==> src/pkg/jk_pair_pkg.sv <==
package jk_pair_pkg;

  // ****************************************************************
  // Structure and reset values
  // ****************************************************************
  localparam int unsigned ELEM_COUNT = 2;
  localparam logic STATE_RST = 1'h0;
  localparam logic STATE_INV_RST = 1'h1;
  // Clock history starts low so a clock held low in reset gives no edge
  localparam logic CLK_HIST_RST = 1'h0;

  // Clock period of mclk, for reference by the bench
  localparam int unsigned MCLK_PERIOD_NS = 50;

endpackage

==> src/hdl/jk_cell.sv <==
module jk_cell
  import jk_pair_pkg::*;
(
  input wire logic mclk,
  input wire logic arst_n,
  input wire logic elem_clk,
  input wire logic set_cmd,
  input wire logic zero_cmd,
  input wire logic async_set_n,
  input wire logic async_zero_n,
  output logic state_out,
  output logic state_out_inv
);

  // ****************************************************************
  // Element clock edge detection
  // ****************************************************************
  logic clk_hist_q;
  logic clk_fall;
  logic state_q;
  logic state_d;

  // Previous element clock level, sampled on mclk
  always_ff @(posedge mclk or negedge arst_n) begin
    if (!arst_n) begin
      clk_hist_q <= CLK_HIST_RST;
    end else begin
      clk_hist_q <= elem_clk;
    end
  end

  assign clk_fall = clk_hist_q & ~elem_clk;

  // ****************************************************************
  // Stored bit
  // ****************************************************************
  // Asynchronous controls win; commands only act on a falling clock edge
  always_comb begin
    state_d = state_q;
    if (!async_set_n && async_zero_n) begin
      state_d = 1'h1;
    end else if (async_set_n && !async_zero_n) begin
      state_d = 1'h0;
    end else if (async_set_n && async_zero_n && clk_fall) begin
      case ({set_cmd, zero_cmd})
        2'h1: state_d = 1'h0;
        2'h2: state_d = 1'h1;
        2'h3: state_d = ~state_q;
        default: state_d = state_q;
      endcase
    end
  end

  always_ff @(posedge mclk or negedge arst_n) begin
    if (!arst_n) begin
      state_q <= STATE_RST;
    end else begin
      state_q <= state_d;
    end
  end

  // ****************************************************************
  // Output drivers
  // ****************************************************************
  // Both controls low drive both outputs high; the stored bit is kept, so
  // that condition vanishes as soon as either control is released
  always_ff @(posedge mclk or negedge arst_n) begin
    if (!arst_n) begin
      state_out <= STATE_RST;
      state_out_inv <= STATE_INV_RST;
    end else begin
      state_out <= ~async_set_n | (async_zero_n & state_d);
      state_out_inv <= ~async_zero_n | (async_set_n & ~state_d);
    end
  end

endmodule

==> src/hdl/jk_pair.sv <==
// Overview of operation
// - Low set control forces true output high
// - Low zero control, set control high, forces true output low
// - Both controls low drive both outputs high
// - Both-high condition ends when a control releases
// - Commands sampled only on falling clock, controls high
// - Hold, set, clear or toggle; inverse is complement
// - Outputs stay unchanged away from a falling edge, controls high
module jk_pair
  import jk_pair_pkg::*;
#(
  parameter int unsigned NUM_ELEMS = ELEM_COUNT
)
(
  input wire logic mclk,
  input wire logic arst_n,
  input wire logic [NUM_ELEMS-1:0] elem_clk,
  input wire logic [NUM_ELEMS-1:0] set_cmd,
  input wire logic [NUM_ELEMS-1:0] zero_cmd,
  input wire logic [NUM_ELEMS-1:0] async_set_n,
  input wire logic [NUM_ELEMS-1:0] async_zero_n,
  output logic [NUM_ELEMS-1:0] state_out,
  output logic [NUM_ELEMS-1:0] state_out_inv
);

  // ****************************************************************
  // Storage elements
  // ****************************************************************
  // One cell per element; only mclk and arst_n are shared, so the elements never interact
  for (genvar i = 0; i < NUM_ELEMS; i++) begin : g_elem
    jk_cell u_cell (
      .mclk(mclk),
      .arst_n(arst_n),
      .elem_clk(elem_clk[i]),
      .set_cmd(set_cmd[i]),
      .zero_cmd(zero_cmd[i]),
      .async_set_n(async_set_n[i]),
      .async_zero_n(async_zero_n[i]),
      .state_out(state_out[i]),
      .state_out_inv(state_out_inv[i])
    );

    // ****************************************************************
    // Checks, one mclk of latency from inputs to outputs
    // ****************************************************************
    // Outputs are never both low in any element
    property p_never_both_low;
      @(posedge mclk) disable iff (!arst_n)
        state_out[i] || state_out_inv[i];
    endproperty
    a_never_both_low: assert property (p_never_both_low)
      else $error("Both outputs low");

    property p_async_set;
      @(posedge mclk) disable iff (!arst_n)
        (!async_set_n[i] && async_zero_n[i]) |=> (state_out[i] && !state_out_inv[i]);
    endproperty
    a_async_set: assert property (p_async_set)
      else $error("Set control did not force output high");

    property p_async_zero;
      @(posedge mclk) disable iff (!arst_n)
        (async_set_n[i] && !async_zero_n[i]) |=> (!state_out[i] && state_out_inv[i]);
    endproperty
    a_async_zero: assert property (p_async_zero)
      else $error("Zero control did not force output low");

    property p_both_low;
      @(posedge mclk) disable iff (!arst_n)
        (!async_set_n[i] && !async_zero_n[i]) |=> (state_out[i] && state_out_inv[i]);
    endproperty
    a_both_low: assert property (p_both_low)
      else $error("Both controls low did not drive both outputs high");

    property p_release;
      @(posedge mclk) disable iff (!arst_n)
        (!async_set_n[i] && !async_zero_n[i]) ##1 (async_set_n[i] && async_zero_n[i])
          |=> (state_out[i] != state_out_inv[i]);
    endproperty
    a_release: assert property (p_release)
      else $error("Both-high condition kept after release");

    property p_set_cmd;
      @(posedge mclk) disable iff (!arst_n)
        ($past(arst_n) && async_set_n[i] && async_zero_n[i] && $fell(elem_clk[i])
          && set_cmd[i] && !zero_cmd[i]) |=> (state_out[i] && !state_out_inv[i]);
    endproperty
    a_set_cmd: assert property (p_set_cmd)
      else $error("Set command not taken on falling clock");

    property p_toggle;
      @(posedge mclk) disable iff (!arst_n)
        ($past(arst_n) && $past(async_set_n[i] && async_zero_n[i])
          && async_set_n[i] && async_zero_n[i] && $fell(elem_clk[i])
          && set_cmd[i] && zero_cmd[i]) |=> (state_out[i] != $past(state_out[i]))
          && (state_out_inv[i] == !state_out[i]);
    endproperty
    a_toggle: assert property (p_toggle)
      else $error("Toggle command did not invert the state");

    property p_hold;
      @(posedge mclk) disable iff (!arst_n)
        ($past(async_set_n[i] && async_zero_n[i]) && async_set_n[i] && async_zero_n[i]
          && !$fell(elem_clk[i])) |=> $stable(state_out[i]) && $stable(state_out_inv[i]);
    endproperty
    a_hold: assert property (p_hold)
      else $error("Output changed without a falling clock edge");

    // ****************************************************************
    // Further command and output checks
    // ****************************************************************
    // A clear command on a falling edge drives the true output low
    property p_zero_cmd;
      @(posedge mclk) disable iff (!arst_n)
        ($past(arst_n) && async_set_n[i] && async_zero_n[i] && $fell(elem_clk[i])
          && !set_cmd[i] && zero_cmd[i]) |=> (!state_out[i] && state_out_inv[i]);
    endproperty
    a_zero_cmd: assert property (p_zero_cmd)
      else $error("Clear command not taken on falling clock");

    // Both commands low on a falling edge leave the state alone
    property p_hold_cmd;
      @(posedge mclk) disable iff (!arst_n)
        ($past(arst_n) && $past(async_set_n[i] && async_zero_n[i])
          && async_set_n[i] && async_zero_n[i] && $fell(elem_clk[i])
          && !set_cmd[i] && !zero_cmd[i]) |=> $stable(state_out[i]) && $stable(state_out_inv[i]);
    endproperty
    a_hold_cmd: assert property (p_hold_cmd)
      else $error("Hold command changed the state");

    // A clock resting high never lets commands through
    property p_clk_high;
      @(posedge mclk) disable iff (!arst_n)
        ($past(arst_n) && $past(async_set_n[i] && async_zero_n[i])
          && async_set_n[i] && async_zero_n[i] && elem_clk[i] && $past(elem_clk[i]))
          |=> $stable(state_out[i]) && $stable(state_out_inv[i]);
    endproperty
    a_clk_high: assert property (p_clk_high)
      else $error("Output changed while the element clock stayed high");

    // With both controls released the inverse is the exact complement
    property p_complement;
      @(posedge mclk) disable iff (!arst_n)
        (async_set_n[i] && async_zero_n[i]) |=> (state_out[i] != state_out_inv[i]);
    endproperty
    a_complement: assert property (p_complement)
      else $error("Inverse output is not the complement");

    // Leaving reset shows the cleared state before any input acts
    property p_reset_state;
      @(posedge mclk) disable iff (!arst_n)
        $rose(arst_n) |-> (!state_out[i] && state_out_inv[i]);
    endproperty
    a_reset_state: assert property (p_reset_state)
      else $error("Outputs not cleared after reset");
  end

endmodule

==> config.mk <==
export PLATFORM = sky130hd
export DESIGN_NAME = jk_pair
export DESIGN_NICKNAME = d
export VERILOG_FILES = /design/src/pkg/jk_pair_pkg.sv /design/src/hdl/jk_cell.sv /design/src/hdl/jk_pair.sv
export SDC_FILE = /design/constraint.sdc
export NUM_CORES = 1
export LEC_CHECK = 0
export ABC_AREA = 1
export BUFFER_PORTS_ARGS = -buffer_cell sky130_fd_sc_hd__buf_2
export CAP_MARGIN = 20
export CORE_AREA = 2 2 39 41
export CTS_CLUSTER_SIZE = 25
export DETAILED_ROUTE_END_ITERATION = 7
export DIE_AREA = 0 0 41 43
export GPL_TIMING_DRIVEN = 0
export PLACE_DENSITY = 0.62
export SYNTH_ARGS = -nofsm -noshare
export SYNTH_HDL_FRONTEND = slang
export SYNTH_SLANG_ARGS = --single-unit
==> constraint.sdc <==
create_clock -name mclk -period 1 [get_ports mclk]
set_input_delay 0.1 -clock mclk [delete_from_list [all_inputs] [get_ports mclk]]
set_output_delay 0.1 -clock mclk [all_outputs]
set_load 0.1 [all_outputs]
; ---- Word level (Yosys, flattened, before mapping)
; Cells that the tools add are included.
[totals]
ff_bits = 8
latchBits = 0
ramBits = 0
rom_bits = 0
out_inout_bits = 4
wordCells = 54
n_memories = 0
[classes]
n_addsub = 0
n_mul = 0
div = 0
magnitude_cmp = 0
eq_ne = 6
n_shift = 0
mux = 8
bitwise_logic = 20
reduce_logical = 12
[ops]
columns = operator, count
row1 = inverter 1 bit, 10
row2 = == test 2 bit (second input constant), 4
row3 = logical AND 1 bit, 8
row4 = bitwise AND 1 bit, 6
row5 = 2-to-1 mux 1 bit, 6
row6 = one-hot mux 1 bit (3 select lines), 2
row7 = == test 2 x 1 -> 1 bit (second input constant), 2
row8 = zero test 1 bit, 4
row9 = OR 1 bit, 4

; ---- Depth between registers and ports, before layout
[depth]
ltp_word = 9
mapped_depth = 6
mapped_depth_nobuf = 6

; ---- Hierarchy
; From an unflattened synthesis, not the netlist that was laid out.
[unflattened]
hier_cells = 46
area_unflattened_um2 = 350.3
[by_module_without_submodules]
columns = module, n_inst, cells_each, area_per_inst_um2
row1 = jk_cell, 2, 23, 175.2

; ---- Worst setup path before layout
; OpenSTA, ideal clock, no wires.
[synth_timing]
path_type = register -> output
start = register g_elem[0].u_cell.state_out_inv
end = output state_out_inv[0]
t_arrival_ns = 0.765
required_ns = 0.900
setup_slack_ns = 0.135
stages_incl_launch_ff = 2
n_path_buf = 1
cell_sequence = dfstp_2 > buf_4
[synth_rtl]
columns = item, line_no
row1 = from (decl), jk_cell.sv:12  ; output logic state_out_inv
row2 = from (signal assigned), jk_cell.sv:73  ; state_out_inv <= ~async_zero_n | (async_set_n & ~state_d);
row3 = to (decl), jk_pair.sv:23  ; output logic [NUM_ELEMS-1:0] state_out_inv
; No word-level cell between the ends.

; ---- Worst setup path after layout
[layout_timing]
start = register g_elem[0].u_cell.state_out_inv
end = output state_out_inv[0]
; No word-level cell between the ends.

==> flow_metrics.tcl <==
set metrics [dict create \
    status "complete, but fails checks" \
    violations "negative setup slack" \
    grt_pass1_wl_mm 1.14 \
    setup.worst_path.start_class "register" \
    clk_pin_slew_ns 0.06 \
    grt_max_degree 9 \
    instances_no_fill 81 \
    cts.sinks 8 \
    die_height_um 43 \
    crit_path_start "g_elem[0].u_cell.state_out_inv" \
    cts_root_buf "clkbuf_4" \
    finalClockSkew_ns 0.000216 \
    syn-num-nets 62 \
    placedCellCount 81 \
    critPathKind "register to output pin" \
    finalHoldViolations 0 \
    insertion_delay_ns 0.25 \
    utilization 0.401 \
    path_max_fanout 1 \
    hold_slack_ns 0.0300 \
    initial_core_util 0.275 \
    viasPerCell 3.93 \
    synth_area_um2 380 \
    grt_pass1_vias 294 \
    p_switching_uw 289 \
    drt_wl_total_um 679 \
    ctsLongestPathBuffers 2 \
    synthDistinctLibCells 8 \
    drt_iter0_drc 7 \
    cp.required_ns 0.90 \
    max_slew_margin 0.875 \
    cts_setup_buffers 0 \
    seq_area_frac_synth 0.533 \
    overflow 0 \
    p_seq_frac 0.427 \
    port_buffers 15 \
    end_kind "output pin" \
    setup_violations 2 \
    swShare 0.328 \
    avgRoutedWirePerCell_um 8.38 \
    tightestPinTransition_ns 0.187 \
    crit_family "flip-flops" \
    rows 14 \
    leakage_uw 0.000319 \
    fp.dieArea_um2 1760 \
    cap_violations 0 \
    max_stage_delay_ns 0.54 \
    min_from "async_zero_n[1]" \
    p_comb_frac 0.294 \
    vias 318 \
    syn_avg_cell_area_um2 7.61 \
    antenna_found_initial 0 \
    min_path_type "input pin to register" \
    p_int_uw 592 \
    cp.arrival_ns 0.96 \
    fin_setup_tns_ns -0.116 \
    num-nets-final 79 \
    r2r-start "g_elem[0].u_cell.clk_hist_q" \
    grt_setup_unrepaired "true" \
    core-area_um2 1380 \
    clock_power_share 0.278 \
    p_total_uw 881 \
    detail_route.first_pass.iterations 4 \
    power_density_nw_per_um2 1590 \
    vdd_drop_max_v 0.000550 \
    path_buf_inv 1 \
    cts_max_level 1 \
    ioPinCount 16 \
    fmaxAchievable_ghz 0.944 \
    cts_tree "built" \
    ys_ff_latch 8 \
    gp_congestion 0.685 \
    netlist_instances 50 \
    antennaDiodeCount 0 \
    period_share 1.06 \
    drv_slew 0 \
    grt.total_usage 0.102 \
    die-width_um 41 \
    fin_ws_ns -0.0594 \
    drc 0 \
    cpMaxStageDelayCell "dfstp_2" \
    drive_gt1_frac 0.292 \
    ys_warn_count 0 \
    ant_nets 0 \
    synthToLayoutAreaGrowth_pct 46.1 \
    cp_cell_sequence "buf_12" \
    fin_crit_ns 1.06 \
    cts-buffers-inserted 3 \
    dp_hpwl_um 537 \
]
## cells in the final DEF, fill, tap and decap left out
cell / netlist / final
nand2_1: 16 / 16
nand3_1: 2 / 2
buf_12: 0 / 4
dfrtp_1: 6 / 6
nor2_1: 8 / 7
buf_2: 0 / 9
inv_1: 10 / 10
o21ai_0: 2 / 1
dlygate4sd3_1: 0 / 1
clkbuf_4: 0 / 3
o21ai_1: 0 / 1
nor2_2: 0 / 1
dlymetal6s4s_1: 0 / 2
dfstp_2: 2 / 2
## Yosys cell counts, drive strengths merged
cell	number	share of area
buf	4	0.079
o21ai	2	0.026
nand3	2	0.026
nand2	16	0.16
inv	10	0.099
nor2	8	0.079
dfstp	2	0.14
dfrtp	6	0.39
## sequential cells by signal (all words and copies together), names as in the netlist
name	count
g_elem.u_cell.clk_hist_q	2
g_elem.u_cell.state_out	2
g_elem.u_cell.state_out_inv	2
g_elem.u_cell.state_q	2
## cell type report
cell class,count,area (um^2)
clock buffer,3,22.5
inverter,10,37.5
sequential,8,203
tap,16,20.0
timing repair buffer,16,160
fill,148,828
multi-input combinational,28,113
## cells by family after synthesis
family	share of synthesized area
AOI/OAI and AO/OA	0.0263
buffers and inverters	0.178
and+or+nand+nor	0.263
DFF	0.533
## through the flow
step	setup slack, ns	cell area, um^2
final	-0.0594	556
after global routing	-0.0971	556
after floorplan	0.135	380
after detailed placement	-0.0878	475
after CTS	-0.0749	558
after global placement	-0.0854	475
## power groups by stage
stage	logic, uW	clock network (uW)	registers, uW
floorplan	175	0	371
global placement	224	0	372
detailed placement	227	0	374
CTS	262	262	376
global route	278	288	379
finish	260	245	376
## final timing paths
path | endpoint | slack [ns] | cells after the start
max | state_out_inv[0] | -0.06 | 1
min | g_elem[1].u_cell.state_out_inv | 0.03 | 2
max reg2reg | g_elem[0].u_cell.state_q | 0.17 | 6
min reg2reg | g_elem[1].u_cell.state_out_inv | 0.59 | 3
max in group asynchronous | g_elem[1].u_cell.state_out_inv | 0.54 | 2
min in group asynchronous | g_elem[0].u_cell.state_out | 0.23 | 2
## what timing repair did
action	in CTS	in global routing
pin swaps	0	5
hold buffers	3	0
setup endpoints to repair	4	8
resized for setup	16	4
endpoints found under the hold margin	10	0
## per-layer routing
metal | wire [um] | track usage
met1 | 319 | 0.112
met5 | 0 | 0
met4 | 14 | 0.100
met2 | 319 | 0.144
met3 | 26 | 0.0314
No activity file was read; power rests on OpenSTA's default activity.
